`config.mk`:
```
export PLATFORM = sky130hd
export DESIGN_NAME = pcr_config_regs
export DESIGN_NICKNAME = d
export VERILOG_FILES = /design/src/pcr_pkg.sv /design/src/pcr_port_seq.sv /design/src/pcr_config_regs.sv
export SDC_FILE = /design/constraint.sdc
export NUM_CORES = 1
export LEC_CHECK = 0
export ABC_AREA = 1
export BUFFER_PORTS_ARGS = -buffer_cell sky130_fd_sc_hd__buf_4
export CORE_UTILIZATION = 55
export CTS_CLUSTER_DIAMETER = 120
export DETAILED_ROUTE_END_ITERATION = 16
export GPL_TIMING_DRIVEN = 0
export PLACE_DENSITY = 0.72
export SYNTH_ARGS = -nofsm -noshare
export SYNTH_HDL_FRONTEND = slang
export SYNTH_SLANG_ARGS = --single-unit
```
`constraint.sdc`:
```
create_clock -name clk -period 14.6 [get_ports clk]
set_clock_uncertainty 0.1 [all_clocks]
set_input_delay 1.46 -clock clk [delete_from_list [all_inputs] [get_ports clk]]
set_output_delay 1.46 -clock clk [all_outputs]
set_load 0.05 [all_outputs]
```
`src/pcr_pkg.sv`:
```
package pcr_pkg;

  // Port count and bus widths
  localparam int PCR_NUM_PORTS = 4;
  localparam int PCR_ADDR_W = 8;
  localparam int PCR_DATA_W = 8;
  localparam int PCR_RESULT_W = 3;
  localparam int PCR_CNT_W = 32;

  // Byte offsets on the management bus
  localparam logic [7:0] PCR_ADDR_MODE = 8'h12;
  localparam logic [7:0] PCR_ADDR_DISC = 8'h13;
  localparam logic [7:0] PCR_ADDR_DCEN = 8'h14;
  localparam logic [7:0] PCR_ADDR_BACKOFF = 8'h15;
  localparam logic [7:0] PCR_ADDR_TIMING = 8'h16;
  localparam logic [7:0] PCR_ADDR_DETACT = 8'h18;

  // Reset values
  localparam logic [7:0] PCR_RST_MODE = 8'h00;
  localparam logic [7:0] PCR_RST_DISC = 8'h00;
  localparam logic [7:0] PCR_RST_DCEN = 8'h00;
  localparam logic [3:0] PCR_RST_BACKOFF = 4'h0;
  localparam logic [7:0] PCR_RST_TIMING = 8'h00;
  localparam logic [7:0] PCR_RD_ZERO = 8'h00;

  // Field layout
  localparam int PCR_MODE_W = 2;
  localparam int PCR_HI_LSB = 4;
  localparam int PCR_TSEL_W = 2;
  localparam int PCR_TSEL_START_LSB = 0;
  localparam int PCR_TSEL_CUT_LSB = 2;
  localparam int PCR_TSEL_DIS_LSB = 4;
  localparam int PCR_DETCHG_BIT = 6;
  localparam int PCR_INTEN_BIT = 7;

  // Port operating modes
  typedef enum logic [1:0] {
    PCR_MODE_SHUTDOWN = 2'b00,
    PCR_MODE_MANUAL = 2'b01,
    PCR_MODE_SOFTWARE = 2'b10,
    PCR_MODE_HARDWARE = 2'b11
  } pcr_mode_e;

  // Clock rate and times in milliseconds
  localparam int PCR_CLK_HZ = 200_000_000;
  localparam int PCR_HZ_PER_KHZ = 1000;
  localparam int PCR_CYC_PER_MS = PCR_CLK_HZ / PCR_HZ_PER_KHZ;
  localparam logic [31:0] PCR_BACKOFF_MS = 32'h0000_09C4; // 2500 ms
  localparam logic [31:0] PCR_T60_MS = 32'h0000_003C;
  localparam logic [31:0] PCR_T30_MS = 32'h0000_001E;
  localparam logic [31:0] PCR_T120_MS = 32'h0000_0078;
  localparam logic [31:0] PCR_T240_MS = 32'h0000_00F0;
  localparam logic [31:0] PCR_T360_MS = 32'h0000_0168;
  localparam logic [31:0] PCR_T90_MS = 32'h0000_005A;
  localparam logic [31:0] PCR_T180_MS = 32'h0000_00B4;
  localparam logic [31:0] PCR_T720_MS = 32'h0000_02D0;

  // Start and cut timer length in ms
  function automatic logic [31:0] pcr_start_ms(input logic [1:0] sel);
    logic [31:0] ms;
    unique case (sel)
      2'b00: ms = PCR_T60_MS;
      2'b01: ms = PCR_T30_MS;
      2'b10: ms = PCR_T120_MS;
      2'b11: ms = PCR_T240_MS;
    endcase
    return ms;
  endfunction : pcr_start_ms

  // Disconnect timer length in ms
  function automatic logic [31:0] pcr_dis_ms(input logic [1:0] sel);
    logic [31:0] ms;
    unique case (sel)
      2'b00: ms = PCR_T360_MS;
      2'b01: ms = PCR_T90_MS;
      2'b10: ms = PCR_T180_MS;
      2'b11: ms = PCR_T720_MS;
    endcase
    return ms;
  endfunction : pcr_dis_ms

endpackage : pcr_pkg

```
`src/pcr_port_seq.sv`:
```
`timescale 1ns/10ps
module pcr_port_seq (
  // Clock and reset
  input wire logic clk,
  input wire logic rst,
  // Configuration
  input wire pcr_pkg::pcr_mode_e mode,
  input wire logic sig_en,
  input wire logic cls_en,
  input wire logic backoff_en,
  input wire logic detect_change,
  input wire logic [pcr_pkg::PCR_CNT_W-1:0] backoff_cycles,
  // Measurement engine
  input wire logic sig_done,
  input wire logic [pcr_pkg::PCR_RESULT_W-1:0] sig_result,
  input wire logic cls_done,
  output logic sig_req,
  output logic cls_req,
  // Events and one-shot clears
  output logic det_event,
  output logic clr_sig,
  output logic clr_cls
);
  import pcr_pkg::*;

  typedef enum logic [1:0] {
    PCR_SEQ_IDLE = 2'b00,
    PCR_SEQ_SIG = 2'b01,
    PCR_SEQ_CLS = 2'b10,
    PCR_SEQ_GAP = 2'b11
  } pcr_seq_e;

  pcr_seq_e state, next_state;
  logic [PCR_CNT_W-1:0] cnt, next_cnt;
  logic [PCR_RESULT_W-1:0] prev_result, next_prev_result;
  logic next_sig_req, next_cls_req, next_det_event, next_clr_sig, next_clr_cls;
  logic active, manual;

  // Cycle scheduler; entering shutdown aborts any pending measurement
  always_comb begin
    active = (mode != PCR_MODE_SHUTDOWN);
    manual = (mode == PCR_MODE_MANUAL);
    next_state = state;
    next_cnt = cnt;
    next_prev_result = prev_result;
    next_sig_req = 1'b0;
    next_cls_req = 1'b0;
    next_det_event = 1'b0;
    next_clr_sig = 1'b0;
    next_clr_cls = 1'b0;
    unique case (state)
      PCR_SEQ_IDLE: begin
        if (active && sig_en) begin
          next_sig_req = 1'b1;
          next_state = PCR_SEQ_SIG;
        end else if (active && cls_en) begin
          next_cls_req = 1'b1;
          next_state = PCR_SEQ_CLS;
        end
      end
      PCR_SEQ_SIG: begin
        if (!active) begin
          next_state = PCR_SEQ_IDLE;
        end else if (sig_done) begin
          // Every result, or only a changed one
          next_det_event = !detect_change || (sig_result != prev_result);
          next_prev_result = sig_result;
          next_clr_sig = manual;
          next_cnt = '0;
          if (cls_en) begin
            next_cls_req = 1'b1;
            next_state = PCR_SEQ_CLS;
          end else begin
            next_state = PCR_SEQ_GAP;
          end
        end
      end
      PCR_SEQ_CLS: begin
        if (!active) begin
          next_state = PCR_SEQ_IDLE;
        end else if (cls_done) begin
          next_clr_cls = manual;
          next_cnt = '0;
          next_state = PCR_SEQ_GAP;
        end
      end
      PCR_SEQ_GAP: begin
        // One idle cycle lets a manual clear land before the next look
        if (!active || !backoff_en || (cnt >= backoff_cycles - 1'b1)) begin
          next_state = PCR_SEQ_IDLE;
        end else begin
          next_cnt = cnt + 1'b1;
        end
      end
    endcase
  end

  // State registers
  always_ff @(posedge clk or posedge rst) begin
    if (rst) begin
      state <= PCR_SEQ_IDLE;
      cnt <= '0;
      prev_result <= '0;
      sig_req <= 1'b0;
      cls_req <= 1'b0;
      det_event <= 1'b0;
      clr_sig <= 1'b0;
      clr_cls <= 1'b0;
    end else begin
      state <= next_state;
      cnt <= next_cnt;
      prev_result <= next_prev_result;
      sig_req <= next_sig_req;
      cls_req <= next_cls_req;
      det_event <= next_det_event;
      clr_sig <= next_clr_sig;
      clr_cls <= next_clr_cls;
    end
  end

endmodule : pcr_port_seq

```
`src/pcr_config_regs.sv`:
```
`timescale 1ns/10ps
module pcr_config_regs #(
  parameter int NUM_PORTS = pcr_pkg::PCR_NUM_PORTS,
  parameter int CYC_PER_MS = pcr_pkg::PCR_CYC_PER_MS
) (
  // Clock and reset
  input wire logic clk,
  input wire logic rst,
  // Register access from the management bus engine
  input wire logic [pcr_pkg::PCR_ADDR_W-1:0] reg_addr,
  input wire logic [pcr_pkg::PCR_DATA_W-1:0] reg_wdata,
  input wire logic reg_wr,
  input wire logic reg_rd,
  output logic [pcr_pkg::PCR_DATA_W-1:0] reg_rdata,
  // Measurement engine, per port
  input wire logic [NUM_PORTS-1:0] sig_done,
  input wire logic [NUM_PORTS*pcr_pkg::PCR_RESULT_W-1:0] sig_result,
  input wire logic [NUM_PORTS-1:0] cls_done,
  output logic [NUM_PORTS-1:0] sig_req,
  output logic [NUM_PORTS-1:0] cls_req,
  output logic [NUM_PORTS-1:0] det_event,
  // Port power path
  input wire logic [NUM_PORTS-1:0] power_on,
  input wire logic [NUM_PORTS-1:0] low_current_pin,
  output logic [NUM_PORTS-1:0] drop_power,
  output logic [NUM_PORTS-1:0] direct_current_drop_enable,
  output logic [NUM_PORTS-1:0] emulated_alternating_drop_enable,
  output logic [pcr_pkg::PCR_CNT_W-1:0] startup_timer,
  output logic [pcr_pkg::PCR_CNT_W-1:0] overload_cut_timer,
  // Interrupt pin, open drain
  input wire logic int_pending,
  output logic int_o,
  output logic int_oe_n
);
  import pcr_pkg::*;

  localparam logic [PCR_CNT_W-1:0] CYC_MS = PCR_CNT_W'(CYC_PER_MS);
  localparam logic [PCR_CNT_W-1:0] BACKOFF_CYC = PCR_CNT_W'(PCR_BACKOFF_MS * CYC_MS);

  // Configuration registers
  logic [PCR_DATA_W-1:0] port_operating_mode, next_port_operating_mode;
  logic [PCR_DATA_W-1:0] disconnect_sense_enable, next_disconnect_sense_enable;
  logic [PCR_DATA_W-1:0] detect_class_enable, next_detect_class_enable;
  logic [NUM_PORTS-1:0] backoff_enable, next_backoff_enable;
  logic [PCR_DATA_W-1:0] timer_length_config, next_timer_length_config;
  logic [PCR_DATA_W-1:0] next_reg_rdata;

  // Derived outputs
  logic [PCR_CNT_W-1:0] next_startup_timer, next_overload_cut_timer, dis_cycles;
  logic next_int_oe_n;

  // Sequencer one-shot clears
  logic [NUM_PORTS-1:0] clr_sig, clr_cls;

  logic wr_mode, wr_disc, wr_dcen, wr_backoff, wr_timing, wr_detact;
  logic detect_change, int_enable;

  // Address decode
  always_comb begin
    wr_mode = reg_wr && (reg_addr == PCR_ADDR_MODE);
    wr_disc = reg_wr && (reg_addr == PCR_ADDR_DISC);
    wr_dcen = reg_wr && (reg_addr == PCR_ADDR_DCEN);
    wr_backoff = reg_wr && (reg_addr == PCR_ADDR_BACKOFF);
    wr_timing = reg_wr && (reg_addr == PCR_ADDR_TIMING);
    wr_detact = reg_wr && (reg_addr == PCR_ADDR_DETACT);
    detect_change = timer_length_config[PCR_DETCHG_BIT];
    int_enable = timer_length_config[PCR_INTEN_BIT];
  end

  // Register write paths
  always_comb begin
    next_port_operating_mode = wr_mode ? reg_wdata : port_operating_mode;
    next_disconnect_sense_enable = wr_disc ? reg_wdata : disconnect_sense_enable;
    // Back-off keeps only its port bits
    next_backoff_enable = wr_backoff ? reg_wdata[NUM_PORTS-1:0] : backoff_enable;
    // Timer selects share the byte with detect-change and interrupt enable
    next_timer_length_config = wr_timing ? reg_wdata : timer_length_config;
    // Host action beats the sequencer clear in the same cycle
    next_detect_class_enable = detect_class_enable & ~{clr_cls, clr_sig};
    if (wr_dcen) begin
      next_detect_class_enable = reg_wdata;
    end
    if (wr_detact) begin
      next_detect_class_enable = next_detect_class_enable | reg_wdata;
    end
  end

  always_ff @(posedge clk or posedge rst) begin
    if (rst) begin
      port_operating_mode <= PCR_RST_MODE;
      disconnect_sense_enable <= PCR_RST_DISC;
      detect_class_enable <= PCR_RST_DCEN;
      backoff_enable <= PCR_RST_BACKOFF;
      timer_length_config <= PCR_RST_TIMING;
    end else begin
      port_operating_mode <= next_port_operating_mode;
      disconnect_sense_enable <= next_disconnect_sense_enable;
      detect_class_enable <= next_detect_class_enable;
      backoff_enable <= next_backoff_enable;
      timer_length_config <= next_timer_length_config;
    end
  end

  // Read mux; action register and unmapped offsets read zero
  always_comb begin
    next_reg_rdata = reg_rdata;
    if (reg_rd) begin
      unique case (reg_addr)
        PCR_ADDR_MODE: next_reg_rdata = port_operating_mode;
        PCR_ADDR_DISC: next_reg_rdata = disconnect_sense_enable;
        PCR_ADDR_DCEN: next_reg_rdata = detect_class_enable;
        PCR_ADDR_BACKOFF: next_reg_rdata = {{(PCR_DATA_W-NUM_PORTS){1'b0}}, backoff_enable};
        PCR_ADDR_TIMING: next_reg_rdata = timer_length_config;
        default: next_reg_rdata = PCR_RD_ZERO;
      endcase
    end
  end

  always_ff @(posedge clk or posedge rst) begin
    if (rst) begin
      reg_rdata <= PCR_RD_ZERO;
    end else begin
      reg_rdata <= next_reg_rdata;
    end
  end

  // Timer lengths in cycles; start and cut are registered so the multiply stays off the output path
  always_comb begin
    next_startup_timer = PCR_CNT_W'(pcr_start_ms(
        timer_length_config[PCR_TSEL_START_LSB +: PCR_TSEL_W]) * CYC_MS);
    next_overload_cut_timer = PCR_CNT_W'(pcr_start_ms(
        timer_length_config[PCR_TSEL_CUT_LSB +: PCR_TSEL_W]) * CYC_MS);
    dis_cycles = PCR_CNT_W'(pcr_dis_ms(
        timer_length_config[PCR_TSEL_DIS_LSB +: PCR_TSEL_W]) * CYC_MS);
    // Low-active enable: drive the pin only when allowed and something is pending
    next_int_oe_n = !(int_enable && int_pending);
  end

  always_ff @(posedge clk or posedge rst) begin
    if (rst) begin
      startup_timer <= '0;
      overload_cut_timer <= '0;
      int_oe_n <= 1'b1;
      int_o <= 1'b0;
    end else begin
      startup_timer <= next_startup_timer;
      overload_cut_timer <= next_overload_cut_timer;
      int_oe_n <= next_int_oe_n;
      int_o <= 1'b0; // Open drain only ever pulls low
    end
  end

  // Enable outputs are straight register slices
  assign direct_current_drop_enable = disconnect_sense_enable[NUM_PORTS-1:0];
  assign emulated_alternating_drop_enable = disconnect_sense_enable[PCR_HI_LSB +: NUM_PORTS];

  // Per-port sequencer, low-current synchroniser and disconnect timer
  for (genvar p = 0; p < NUM_PORTS; p++) begin : g_port
    logic sync1, sync2, sync3, low_current, next_low_current;
    logic [PCR_CNT_W-1:0] dis_cnt, next_dis_cnt;
    logic next_drop;

    pcr_port_seq u_seq (
      .clk(clk),
      .rst(rst),
      .mode(pcr_mode_e'(port_operating_mode[p*PCR_MODE_W +: PCR_MODE_W])),
      .sig_en(detect_class_enable[p]),
      .cls_en(detect_class_enable[PCR_HI_LSB + p]),
      .backoff_en(backoff_enable[p]),
      .detect_change(detect_change),
      .backoff_cycles(BACKOFF_CYC),
      .sig_done(sig_done[p]),
      .sig_result(sig_result[p*PCR_RESULT_W +: PCR_RESULT_W]),
      .cls_done(cls_done[p]),
      .sig_req(sig_req[p]),
      .cls_req(cls_req[p]),
      .det_event(det_event[p]),
      .clr_sig(clr_sig[p]),
      .clr_cls(clr_cls[p])
    );

    // Comparator level only counts once the last two stages agree
    always_comb begin
      next_low_current = (sync2 == sync3) ? sync3 : low_current;
      next_dis_cnt = '0;
      next_drop = 1'b0;
      // Count while powered, enabled and under the threshold
      if (power_on[p] && direct_current_drop_enable[p] && low_current) begin
        if (dis_cnt >= dis_cycles - 1'b1) begin
          next_drop = 1'b1;
        end else begin
          next_dis_cnt = dis_cnt + 1'b1;
        end
      end
    end

    always_ff @(posedge clk or posedge rst) begin
      if (rst) begin
        sync1 <= 1'b0;
        sync2 <= 1'b0;
        sync3 <= 1'b0;
        low_current <= 1'b0;
        dis_cnt <= '0;
        drop_power[p] <= 1'b0;
      end else begin
        sync1 <= low_current_pin[p];
        sync2 <= sync1;
        sync3 <= sync2;
        low_current <= next_low_current;
        dis_cnt <= next_dis_cnt;
        drop_power[p] <= next_drop;
      end
    end
  end

endmodule : pcr_config_regs

```
# After elaboration in Yosys (flattened, before gate mapping)
# Index checks and enable logic that the tools add are counted.
word_totals:
  out_inout_bits: 98
  in_bits: 49
  ff_bits: 413
  word_cells: 385
classes:
  n_reduce_logical: 72
  n_lt_le_gt_ge: 8
  mul: 3
  n_bitwise: 3
  n_addsub: 9
  muxes: 150
  n_eq_ne: 75
ops:
  columns: ["op", "n"]
  rows:
  - ["$mux 32", 28]
  - ["$pmux 32 s3", 4]
  - ["$pmux 32 s4", 3]
  - ["$add 32x1->32 const B", 8]
  - ["$ge 32x29->1 const B", 4]
  - ["$ge 32x32->1", 4]
  - ["$mul 32x12->26 const B", 3]
  - ["$mux 1", 76]
  - ["$mux 2", 28]
  - ["$eq 8x5->1 const B", 6]
  - ["$pmux 8 s5", 1]
  - ["$pmux 2 s4", 4]
  - ["$sub 32x1->32 const B", 1]
  - ["$eq 2x2->1 const B", 14]
  - ["$ne 2x1->1 const B", 12]
  - ["$ne 2x2->1 const B", 12]
  - ["$ne 3x3->1 const B", 8]
  - ["$reduce_and 6->1", 4]
  - ["$logic_and 1x1->1", 23]
  - ["$eq 2x1->1 const B", 11]
  - ["$mux 8", 2]
  - ["$reduce_and 4->1", 4]
  - ["$logic_not 2->1", 7]
  - ["$logic_or 1x1->1", 12]
  - ["11 further kinds", 41]

# Logic depth before layout (Yosys ltp)
# Gate-level depths: netlist of the first run.
depth:
  ltp_word: 7
  mapped_depth: 25

# Cells and area by module
# Synthesis of the first run repeated with hierarchy kept, for this count alone.
hier_totals:
  cells_unflattened: 4138
  area_unflattened_um2: 30549.3
modules_own_cells:
  columns: ["mod", "cells_each", "instances", "area_per_inst_um2", "seq_area_each_um2"]
  rows:
  - ["pcr_config_regs", 1710, 1, 13964.6, 5631.7]
  - ["pcr_port_seq at g_port[0].u_seq ...", 607, 2, 4130.2, 1051.0]
  - ["pcr_port_seq at g_port[3].u_seq", 606, 1, 4179.0, 1051.0]
  - ["pcr_port_seq at g_port[2].u_seq", 608, 1, 4145.2, 1051.0]

# Worst setup path after synthesis of the first run
# No wires, ideal clock.
synth_path:
  kind: "register -> register"
  startpoint: "reg timer_length_config[5]"
  endpoint: "reg g_port[3].dis_cnt[16]"
  synth_period_minus_slack_ns: 4.085
  stages_incl_launch_ff: 21
  setup_time_ns: 0.118
  arrival_time_ns: 3.867
  slack_ns: 10.515
  required_time_ns: 14.382
  cell_sequence: "dfrtp_1 > inv_1 > ha_1 > inv_1 > ha_1 > inv_1 > fa_1 > inv_1 > nand2_1 > o21ai_0 > a21oi_1 > xor2_1 > ha_1 > nand4_1 > nor3_1 > nand3_1 > o21a_1 > nand2_2 > buf_6 > buf_12 > nor2_4"
synth_between:
  elab_chain_cells: 7
synth_rtl:
  columns: ["item", "line", "rtl"]
  rows:
  - ["from (decl)", "pcr_config_regs.sv:45", "logic [PCR_DATA_W-1:0] timer_length_config, next_timer_length_config;"]
  - ["from (signal assigned)", "pcr_config_regs.sv:100", "timer_length_config <= next_timer_length_config;"]
  - ["$eq 2x2->1, or another cell as far along", "pcr_pkg.sv:73", "unique case (sel)"]
  - ["$pmux 32 s4 (*)", "pcr_pkg.sv:73", null]
  - ["$mul 32x12->26 (*)", "pcr_config_regs.sv:134", "timer_length_config[PCR_TSEL_DIS_LSB +: PCR_TSEL_W]) * CYC_MS);"]
  - ["$sub 32x1->32 (*)", "pcr_config_regs.sv:189", "if (dis_cnt >= dis_cycles - 1'b1) begin"]
  - ["$ge 32x32->1 (*)", "pcr_config_regs.sv:189", null]
  - ["$mux 32 (*)", "pcr_config_regs.sv:189", null]
  - ["$mux 32 (*)", "pcr_config_regs.sv:188", "if (power_on[p] && direct_current_drop_enable[p] && low_current) begin"]
  - ["via g_port[3].next_dis_cnt[16]", "pcr_config_regs.sv:160", "logic [PCR_CNT_W-1:0] dis_cnt, next_dis_cnt;"]
  - ["to (signal assigned)", "pcr_config_regs.sv:210", "dis_cnt <= next_dis_cnt;"]
  - ["to (decl)", "pcr_config_regs.sv:160", null]
# The timed path passes the listed nets; every way through them passes the cells marked *. The select of a mux whose other input is x is not followed.
# A chain may end at the register's enable or synchronous reset.

# Worst setup path in the final report of the first run
layout_path:
  startpoint: "reg timer_length_config[5]"
  endpoint: "reg g_port[3].dis_cnt[19]"
# The elaborated chain is that of the path after synthesis.

==> run_results.csv, run 1 <==
group,metric,value,unit
status,status,"finished clean",
logic_synthesis,yosys-top-cells-area,"dfrtp_1 40%, nand2_1 13%, ha_1 6.9%, nor2_1 6.7%, inv_1 4.7%",
logic_synthesis,async_flop_share,100,%
clocking,clockBufferDepth,3,
clocking,ctsRootBufferMaster,"clkbuf_16",
clocking,cts_buffers,45,
worst_hold_path,min_from,"g_port[2].sync1$_DFF_PP0_",
global_routing,grt_overflow,0,
setup_path,reg2regPathDepth,20,
setup_path,crit_chain,"inv_1 -> ha_1 -> inv_1 -> ha_1 -> inv_1 -> fa_1 -> inv_1 -> nand2_1 -> o21ai_0 -> a21oi_1 -> xor2_1 -> ha_1 -> nand4_1 -> nor3_1 -> nand3_1 -> o21a_1 -> nand2_2 -> buf_6 -> buf_12 -> nor2_4",
layout,seq_area,9840,um2
sta,finalSetupTns,0,ps
setup_path,cpMaxStageDelayCell,"dfrtp_1",
detailed_routing,route.detailed.drc,0,
setup_path,timing.rr.end,"g_port[3].dis_cnt[19]$_DFF_PP0_",
power_and_ir_drop,p_per_area,97.3,nW/um2
clocking,hold_buffers,0,
logic_synthesis,synth_area,24400,um2
floorplan,dieHeight,212,um
floorplan,die_w,212,um
detailed_routing,avgRoutedWirePerCell,15.2,um
floorplan,core,43400,um2
setup_path,crit_top_cell,"inv_1",
logic_synthesis,synth_edf_count,0,
setup_path,worst-r2r-setup-slack,9200,ps
layout,final_layout_size_suffix_gt1_share,11.9,%
logic_synthesis,yosys_register_bits,393,
worst_hold_path,min_path_type,"flop to flop",
sta,setup_viol,0,
place,routabilityCongestion,0.961,
global_routing,grt_max_degree,132,
clocking,clkTransAtPathRegs,70,ps
floorplan,start_util,56.2,%
sta,rsz0062_at_grt,"false",
setup_path,rr_startpoint,"timer_length_config[5]$_DFFE_PP0P_",
sta,final-max-slew-violation-count,0,
logic_synthesis,yosysTopAreaCell,"dfrtp_1",
global_routing,grt_util_all_layers,27.6,%
layout,fill_cells,3845,
layout,layout.nets,3578,
setup_path,cpPeakStageDelay,890,ps
logic_synthesis,synth_ff_type,"dfrtp_1",
clocking,cts_tree,"built",
setup_path,setup.worst_path.start,"timer_length_config[5]$_DFFE_PP0P_",
clocking,cts.sinks,393,
detailed_routing,ant_nets,0,
layout,multi_input_area,12700,um2
sta,worst_pin_slew,843,ps
logic_synthesis,yosysTopAreaCellShare,40.3,%
setup_path,path_max_fanout,17,
setup_path,cp-start-kind,"flop",
global_routing,grt_pass1_vias,20800,
place,dp_cells,3931,
setup_path,critPathCaptureType,"flop",
clocking,cts_setup_buffers,0,
sta,slew_headroom,43.8,%
global_routing,antenna_found_initial,0,
sta,period_minus_slack,5400,ps
setup_path,crit_required,14970,ps
floorplan,rows,76,
place,dp_hpwl,45500,um
clocking,cts_resized,0,
place,portBuffers,123,
logic_synthesis,synth_cells,3184,
power_and_ir_drop,p_leak,12.6,nW
layout,area_growth,14.3,%
floorplan,die_area,45100,um2
detailed_routing,viasPerCell,5.34,
logic_synthesis,synth.distinct_cells,65,
logic_synthesis,syn_avg_cell_area,7.65,um2
detailed_routing,via_count,21400,
layout,fin_cells,4013,
setup_path,worstPathArrival,5770,ps
clocking,clkLatencyLatePin,590,ps
power_and_ir_drop,power,2.71,mW
job,cap_violations,0,
logic_synthesis,yosys_warnings,0,
floorplan,io-pin-count,147,
sta,post-route-period-util,37.0,%
setup_path,critPathKind,"flop to flop",
sta,final_hold_viol_count,0,
global_routing,grt_pass1_wl,101000,um
detailed_routing,drtPass1Iterations,6,
layout,antennaDiodeCount,0,
sta,max_freq,185,MHz
setup_path,crit_end,"g_port[3].dis_cnt[19]$_DFF_PP0_",
detailed_routing,dr.first_iter.drc_count,1296,
power_and_ir_drop,max-vdd-ir-drop,88.4,uV
detailed_routing,wirelength,60800,um
clocking,htree_levels,2,
logic_synthesis,synth_seq_area_share,40.4,%
==> critical path, delay by kind of cell (launching register included) <==
| kind | cells | cell delay, ps |
|---|---|---|
| AO/OA/AOI/OAI | 3 | 450 |
| AND/OR/NAND/NOR | 6 | 600 |
| buffers and inverters | 6 | 1510 |
| flip-flops | 1 | 890 |
| XOR/XNOR | 1 | 90 |
| adder cells (fa/ha/maj) | 4 | 1610 |
==> through the flow <==
stage / setup WS, ps / util (%) / cell area (um2) / hold slack (ps)
after floorplan: 2120 / - / 24500 / 231
after global placement: -1940 / 60.3 / 26100 / 233
after detailed placement: 9240 / 60.5 / 26200 / 239
after CTS: 9220 / 64.2 / 27800 / 247
after global routing: 8780 / 64.2 / 27800 / 261
final: 9200 / 64.2 / 27800 / 241
==> logic make-up (layout without fill, tap and decap cells) <==
logic type               count (synthesis)  after routing  share of synthesized area (%)
flip-flops                             393            393                           40.4
adder cells (fa/ha/maj)                140            140                           7.21
AND/OR/NAND/NOR                       1803           1803                           32.8
buffers and inverters                  424            632                           7.91
multiplexers                             6              6                          0.277
XOR/XNOR                               131            131                           4.71
AO/OA/AOI/OAI                          286            286                           6.68
other                                    1             37                         0.0154
==> final cells by class <==
cell class / count / share of cell area [%]
inverter: 317 / 4.31
buffer: 107 / 2.64
tap: 585 / 2.63
clock buffer: 58 / 4.59
timing repair buffer: 126 / 3.61
multi-input combinational: 2403 / 45.7
sequential: 393 / 35.3
clock inverter: 24 / 1.17
==> report_power, final <==
part,internal (mW),switching [mW],total (mW)
registers,1.13,0.0337,1.17
logic,0.0984,0.227,0.325
clock network,0.744,0.472,1.22
total,1.98,0.733,2.71
==> placed cells by master (no fill, tap or decap), types with 7 or more instances in the layout <==
cell and instances:
clkinv_2 8, nand2_2 16, xor2_1 84, a21oi_1 77
inv_1 306, clkbuf_16 47, nand4_1 76, nor3b_1 12
nor4_1 51, a31oi_1 9, o22ai_1 7, xnor2_1 47
inv_2 7, o211ai_1 12, nand3_1 187, buf_4 174
nor2_4 32, nor2_2 13, conb_1 37, or2_2 40
o21ai_0 134, nand2_1 846, buf_6 10, bufinv_16 7
nor2_1 436, buf_2 14, dfrtp_1 392, ha_1 134
clkbuf_1 31, nor3_1 72
==> cells in the mapped netlist (all sizes together), types with 5 or more instances <==
| cell | count |
|---|---|
| nor3b | 12 |
| nor3 | 74 |
| or2 | 42 |
| a31oi | 9 |
| a21oi | 77 |
| o211ai | 12 |
| clkbuf | 26 |
| a211oi | 5 |
| buf | 81 |
| xnor2 | 47 |
| nand2 | 866 |
| xor2 | 84 |
| o21ai | 136 |
| o21bai | 6 |
| o22ai | 7 |
| nand3 | 190 |
| nand4 | 76 |
| o2111ai | 5 |
| dfrtp | 392 |
| mux2 | 6 |
| ha | 134 |
| inv | 315 |
| nor2 | 481 |
| nand3b | 6 |
| nor4 | 52 |
==> flip-flops by register name, indices dropped and copies added, names as in the netlist, 8 cells and up <==
name                      count
g_port.dis_cnt              128
disconnect_sense_enable       8
startup_timer                16
g_port.u_seq.prev_result     12
reg_rdata                     8
port_operating_mode           8
timer_length_config           8
g_port.u_seq.cnt            128
g_port.u_seq.state            8
overload_cut_timer           16
detect_class_enable           8
==> metal layers <==
metal	up-vias	track usage (%)	share of wire [%]
met1	10100	35.1	43
met3	96	4.06	5.3
met5	-	0	0
met2	586	48.0	49
li1	10700	-	-
met4	0	9.15	2.5
==> how the worst min path moves through the flow <==
| stage | end | slack [ps] | depth (start not counted) |
|---|---|---|---|
| finish | g_port[2].sync2$_DFF_PP0_ | 240 | 0 |
| global route | g_port[1].sync2$_DFF_PP0_ | 260 | 0 |
| CTS | g_port[2].sync2$_DFF_PP0_ | 250 | 0 |
| detailed placement | g_port[2].sync2$_DFF_PP0_ | 240 | 0 |
| global placement | g_port[0].sync2$_DFF_PP0_ | 230 | 0 |
| floorplan | g_port[0].sync2$_DFF_PP0_ | 230 | 0 |
Note: power is estimated with default switching activity, not from simulation.
==> run 2, diff against run 1 <==
Settings changed: PLACE_DENSITY 0.72 to 0.75.
Clock period 14.6 ns to 4.5 ns, I/O delays scaled along.
==> run 2 against run 1 <==
Non-clock buffer count rose by 21. Critical path depth is the same. Cell area grew 0.81%. Largest power group unchanged. Final cell count up 0.57%.
==> run_results.csv, run 2 (same netlist as run 1, synthesis figures left out) <==
group,metric,value,unit
status,status,"finished clean",
place,dp_slack,-925,ps
setup_path,timing.rr.end,"g_port[3].dis_cnt[19]$_DFF_PP0_",
global_routing,grt_util_all_layers,28.0,%
detailed_routing,route.detailed.drc,0,
detailed_routing,ant_nets,0,
clocking,cts_buffers,46,
global_routing,grt_pass1_vias,21400,
sta,max_freq,236,MHz
layout,fin_cells,4036,
clocking,ctsRootBufferMaster,"clkbuf_16",
clocking,clkLatencyLatePin,580,ps
clocking,htree_levels,2,
floorplan,core,43400,um2
place,dp_cells,3938,
sta,period_minus_slack,4230,ps
global_routing,antenna_found_initial,0,
clocking,cts_tree,"built",
power_and_ir_drop,clock_power_share,44.1,%
global_routing,grt_overflow,0,
power_and_ir_drop,p_leak,12.7,nW
setup_path,crit_required,4860,ps
sta,rsz0062_at_grt,"false",
setup_path,worstPathArrival,4590,ps
layout,final_layout_size_suffix_gt1_share,12.3,%
power_and_ir_drop,switching_share,27.7,%
setup_path,critPathCaptureType,"flop",
sta,worst_pin_slew,741,ps
detailed_routing,dr.first_iter.drc_count,1183,
global_routing,grt_max_degree,44,
sta,final_hold_viol_count,0,
detailed_routing,drtPass1Iterations,10,
setup_path,rr_startpoint,"timer_length_config[5]$_DFFE_PP0P_",
layout,layout.nets,3600,
layout,top_regs,"g_port.dis_cnt (128), g_port.u_seq.cnt (128)",
sta,slew_headroom,50.5,%
detailed_routing,wirelength,61900,um
setup_path,path_max_fanout,17,
layout,area_growth,15.2,%
detailed_routing,viasPerCell,5.38,
setup_path,critPathKind,"flop to flop",
global_routing,grt_pass1_wl,103000,um
detailed_routing,avgRoutedWirePerCell,15.3,um
place,routabilityCongestion,0.999,
floorplan,die_w,212,um
clocking,clkTransAtPathRegs,60,ps
worst_hold_path,min_to,"g_port[3].u_seq.prev_result[2]$_DFFE_PP0P_",
clocking,cts.sinks,393,
worst_hold_path,min_from,"sig_result[11]",
sta,setup_viol,0,
layout,antennaDiodeCount,0,
sta,final.setup.worst_slack,271,ps
job,cap_violations,0,
setup_path,worst-r2r-setup-slack,270,ps
floorplan,die_area,45100,um2
place,portBuffers,123,
clocking,clockBufferDepth,3,
worst_hold_path,min_path_type,"primary input to flop",
floorplan,dieHeight,212,um
sta,final-max-slew-violation-count,0,
floorplan,start_util,56.2,%
worst_hold_path,whs_path_depth,3,
power_and_ir_drop,max-vdd-ir-drop,386,uV
layout,fill_cells,3830,
power_and_ir_drop,power,8.73,mW
power_and_ir_drop,p_sw,2.42,mW
sta,post-route-period-util,94.0,%
floorplan,rows,76,
power_and_ir_drop,p_comb_share,12.4,%
power_and_ir_drop,pwr-share-seq,43.4,%
detailed_routing,via_count,21700,
power_and_ir_drop,intPower,6.31,mW
setup_path,cp-start-kind,"flop",
place,dp_hpwl,46900,um
layout,layout_common_cells,"846 x nand2_1, 436 x nor2_1, 391 x dfrtp_1",
layout,final_common_cell,"nand2_1",
setup_path,reg2regPathDepth,20,
power_and_ir_drop,p_per_area,311,nW/um2
floorplan,io-pin-count,147,
-- run 2: metrics by stage --
step                setup TNS (ps)  area, um2  util [%]  hold slack, ps
global route                     0      28100      64.7            36.5
CTS                              0      28100      64.7            13.1
global placement          -1416670      26100      60.3             233
floorplan                  -524120      24500         -             231
finish                           0      28100      64.7            40.6
detailed placement          -76970      26300      60.8             240
-- run 2: layout make-up --
type	count	area (um2)	share of cell area (%)
flip-flops and latches	393	9840	35.1
clock buffers	61	1310	4.66
repair buffers	147	1250	4.46
clock inverters	23	264	0.941
well taps	585	732	2.61
inverters	317	1200	4.29
multi-input cells	2403	12700	45.4
plain buffers	107	734	2.62
-- run 2: worst max path at each step --
stage	startpoint	endpoint	cells after the start
2_1_floorplan	rst	backoff_enable[0]$_DFFE_PP0P_	1
3_3_place_gp	rst	g_port[0].u_seq.cnt[3]$_DFFE_PP0P_	2
3_5_place_dp	timer_length_config[5]$_DFFE_PP0P_	g_port[3].dis_cnt[26]$_DFF_PP0_	20
4_1_cts	timer_length_config[5]$_DFFE_PP0P_	g_port[3].dis_cnt[20]$_DFF_PP0_	19
5_1_grt	timer_length_config[5]$_DFFE_PP0P_	g_port[3].dis_cnt[17]$_DFF_PP0_	19
6_report	timer_length_config[5]$_DFFE_PP0P_	g_port[3].dis_cnt[19]$_DFF_PP0_	20
-- run 2: repair_timing --
action,CTS,global route
gates resized for setup,4,1
setup endpoints to repair,120,20
hold buffers,9,0
setup buffers,5,0
gates cloned,0,0
endpoints found under the hold margin,32,0
-- run 2: per-layer routing --
layer | GRT usage (%) | up-vias | wire (um)
met5 | 0 | - | 0
met4 | 10.9 | 0 | 1890
met3 | 4.00 | 130 | 3170
met2 | 47.6 | 586 | 29800
met1 | 35.9 | 10200 | 27100
li1 | - | 10700 | -
-- run 2: critical path: stages (launching register included) --
cell and delay [ps]:
dfrtp_4 610, clkinvlp_4 160, ha_2 390, clkinvlp_4 210, ha_1 250, inv_1 80
fa_1 420, inv_1 70, nand2_1 90, o21ai_0 110, a21oi_1 110, xor2_1 150
ha_1 300, nand4_1 110, nor3_1 180, nand3_1 100, o21a_1 190, nand2_2 80
buf_6 150, buf_12 190, nor2_4 40
-- run 2: power by group through the flow --
stage               sequential (mW)  combinational (mW)  clock [mW]
detailed placement             3.85                1.07           0
CTS                            3.79                1.09        3.95
finish                         3.79                1.09        3.85
global placement               3.85                1.01           0
floorplan                      3.90               0.700           0
global route                   3.80                1.21        4.07
==> run 3, diff against run 2 <==
Settings changed: PLACE_DENSITY 0.75 to 0.74, SYNTH_HIERARCHICAL from default to 1.
Clock period 4.5 ns to 3.6 ns, I/O delays scaled along.
==> run 3 against run 2 <==
Final cell count increased by 38%. Sequential cell count unchanged. Hold slack got worse by 1.3 ps. Register-to-register slack got worse by 240 ps.
==> run_results.csv, run 3 <==
group,metric,value,unit
status,status,"finished clean",
setup_path,path_max_fanout,8,
logic_synthesis,synth_cells,4138,
clocking,htree_levels,2,
global_routing,grt_overflow,0,
setup_path,cp-start-kind,"flop",
sta,final_hold_viol_count,0,
place,portBuffers,123,
logic_synthesis,yosys-top-cells-area,"dfrtp_1 32%, nand2_1 11%, ha_1 11%, nor2_1 6.6%, nand3_1 5.3%",
clocking,clkLatencyLatePin,590,ps
logic_synthesis,synth_ff_type,"dfrtp_1",
clocking,cts_buffers,47,
power_and_ir_drop,p_leak,18.2,nW
job,cap_violations,0,
power_and_ir_drop,p_comb_share,16.1,%
logic_synthesis,yosys_register_bits,393,
logic_synthesis,syn_avg_cell_area,7.38,um2
detailed_routing,via_count,28200,
logic_synthesis,yosysMostFrequentCell,"nand2_1",
sta,whs,39.4,ps
power_and_ir_drop,switching_share,28.7,%
sta,period_minus_slack,3570,ps
floorplan,die_area,56500,um2
clocking,clkTransAtPathRegs,60,ps
power_and_ir_drop,max-vdd-ir-drop,344,uV
detailed_routing,avgRoutedWirePerCell,13.7,um
detailed_routing,dr.first_iter.drc_count,1646,
floorplan,dieHeight,238,um
floorplan,io-pin-count,147,
sta,slew_headroom,54.0,%
power_and_ir_drop,intPower,8.16,mW
sta,post-route-period-util,99.1,%
logic_synthesis,synth_area,30500,um2
clocking,ctsRootBufferMaster,"clkbuf_16",
detailed_routing,viasPerCell,5.05,
setup_path,cpMaxStageDelayCell,"dfrtp_4",
sta,setup_viol,0,
floorplan,rows,86,
clocking,clockBufferDepth,3,
setup_path,critPathKind,"flop to flop",
logic_synthesis,yosysTopAreaCellShare,32.1,%
power_and_ir_drop,pwr-share-seq,40.3,%
layout,layout_common_cells,"931 x nand2_1, 522 x nor2_1, 427 x conb_1",
setup_path,crit_chain,"buf_8 -> ha_2 -> ha_4 -> or2_4 -> fa_2 -> inv_2 -> ha_4 -> nand2_2 -> nor2_2 -> nand2_2 -> nand2_2 -> nand2_4 -> buf_6 -> nand3_4 -> nand3_2 -> nor2_2 -> nor2_2 -> nand2_2 -> buf_6 -> buf_12 -> buf_12 -> nor2_1",
global_routing,grt_pass1_wl,128000,um
logic_synthesis,synth_edf_count,0,
layout,final_layout_size_suffix_gt1_share,13.3,%
detailed_routing,wirelength,76700,um
place,placed_area,34200,um2
setup_path,critPathCaptureType,"flop",
setup_path,crit_required,4020,ps
power_and_ir_drop,p_sw,3.29,mW
floorplan,core,55000,um2
logic_synthesis,synth.distinct_cells,67,
sta,rsz0062_at_grt,"true",
global_routing,grt_util_all_layers,27.5,%
floorplan,die_w,238,um
sta,max_freq,280,MHz
layout,area_growth,20.0,%
place,dp_hpwl,58000,um
detailed_routing,route.detailed.drc,0,
sta,worst_pin_slew,689,ps
logic_synthesis,yosys_warnings,6,
detailed_routing,drtPass1Iterations,5,
detailed_routing,ant_nets,0,
layout,fin_cells,5588,
place,dp_cells,5444,
setup_path,worstPathArrival,3990,ps
place,routabilityCongestion,0.946,
layout,layout.nets,5121,
layout,top_regs,"g_port.dis_cnt (128), g_port.u_seq/cnt (128)",
power_and_ir_drop,clock_power_share,43.5,%
clocking,cts.sinks,393,
global_routing,antenna_found_initial,3,
logic_synthesis,synth_seq_area_share,32.2,%
global_routing,grt_max_degree,45,
setup_path,crit_top_cell,"nand2_2",
layout,final_common_cell,"nand2_1",
sta,finalSetupTns,0,ps
worst_hold_path,min_path_type,"primary input to flop",
floorplan,start_util,55.6,%
layout,antennaDiodeCount,0,
logic_synthesis,yosysTopAreaCell,"dfrtp_1",
logic_synthesis,synth_commonest_cells,"933 x nand2_1, 535 x nor2_1, 422 x inv_1",
global_routing,grt_pass1_vias,26500,
sta,final-max-slew-violation-count,0,
logic_synthesis,async_flop_share,100,%
power_and_ir_drop,p_per_area,312,nW/um2
layout,finalInstanceArea,36700,um2
clocking,cts_tree,"built",
setup_path,cpPeakStageDelay,520,ps
run 3: changes by cell type in the layout (fill, tap and decap cells not counted), moves of 29 or more:
cell / change
a21oi_1: +83
nand2_1: +85
inv_1: +106
nor2_2: +48
xnor2_1: +41
nand3_1: +135
nor3_1: +29
nor2_1: +86
nand2_2: +32
xor2_1: +41
conb_1: +390
inv_2: +30
ha_1: +122
run 3: timing repair:
action	4_1_cts	5_1_grt
pin swaps	6	14
hold endpoints to repair	213	0
resized for setup	24	30
gates cloned	2	0
setup endpoints to repair	120	116
hold buffers	27	0
setup buffers	25	7
run 3: worst max-delay path, delay by kind of cell, from the launching register on:
family | cells | cell delay (ps)
flip-flops | 1 | 520
AND/OR/NAND/NOR | 12 | 1140
adder cells (fa/ha/maj) | 4 | 990
buffers and inverters | 6 | 730
run 3: layout make-up:
type                       instances  area (um2)
inverter                         453        1720
tap                              748         936
fill                            4720       18300
clock buffer                      66        1390
buffer                           108         743
sequential                       393        9840
clock inverter                    17         229
timing repair buffer             194        1750
multi-input combinational       3609       20000
run 3: cell families after synthesis:
| kind of cell | synth area share, % |
|---|---|
| simple gates | 34.7 |
| buf+inv | 7.96 |
| compound gates | 7.75 |
| flops | 32.2 |
| fa+ha+maj | 11.1 |
| xor+xnor | 6.14 |
| mux | 0.147 |
| other cells | 0.0246 |
run 3: worst paths after layout:
| kind | startpoint | endpoint | slack (ps) | cells after the start |
|---|---|---|---|---|
| min reg2reg | g_port[1].sync1$_DFF_PP0_ | g_port[1].sync2$_DFF_PP0_ | 250 | 0 |
| max reg2reg | timer_length_config[5]$_DFFE_PP0P_ | g_port[2].dis_cnt[3]$_DFF_PP0_ | 30 | 22 |
| min in group asynchronous | rst | g_port[1].u_seq/det_event$_DFF_PP0_ | 170 | 3 |
| max | timer_length_config[5]$_DFFE_PP0P_ | g_port[2].dis_cnt[3]$_DFF_PP0_ | 30 | 22 |
| min | reg_wdata[2] | backoff_enable[2]$_DFFE_PP0P_ | 40 | 3 |
| max in group asynchronous | rst | g_port[1].dis_cnt[25]$_DFF_PP0_ | 2250 | 5 |
run 3: metal layers:
metal	vias up	global-route usage, %	routed length [um]
li1	14500	-	-
met1	12900	37.0	34800
met2	691	44.8	34800
met3	150	4.68	4650
met4	2	9.36	2430
met5	-	0	13
run 3: power groups by stage:
| stage | logic, mW | registers [mW] | clock network (mW) |
|---|---|---|---|
| finish | 1.85 | 4.62 | 4.99 |
| global route | 2.05 | 4.63 | 5.26 |
| CTS | 1.79 | 4.62 | 5.10 |
| detailed placement | 1.72 | 4.70 | 0 |
| global placement | 1.66 | 4.70 | 0 |
| floorplan | 1.19 | 4.77 | 0 |
run 3: metrics by stage:
| step | power (mW) | setup slack (ps) | utilization, % |
|---|---|---|---|
| final | 11.5 | 34.1 | 66.7 |
| after global routing | 11.9 | -84.1 | 66.7 |
| after CTS | 11.5 | 21.7 | 66.4 |
| after detailed placement | 6.42 | -1150 | 62.3 |
| after global placement | 6.37 | -1630 | 61.9 |
| after floorplan | 5.96 | -46.9 | - |
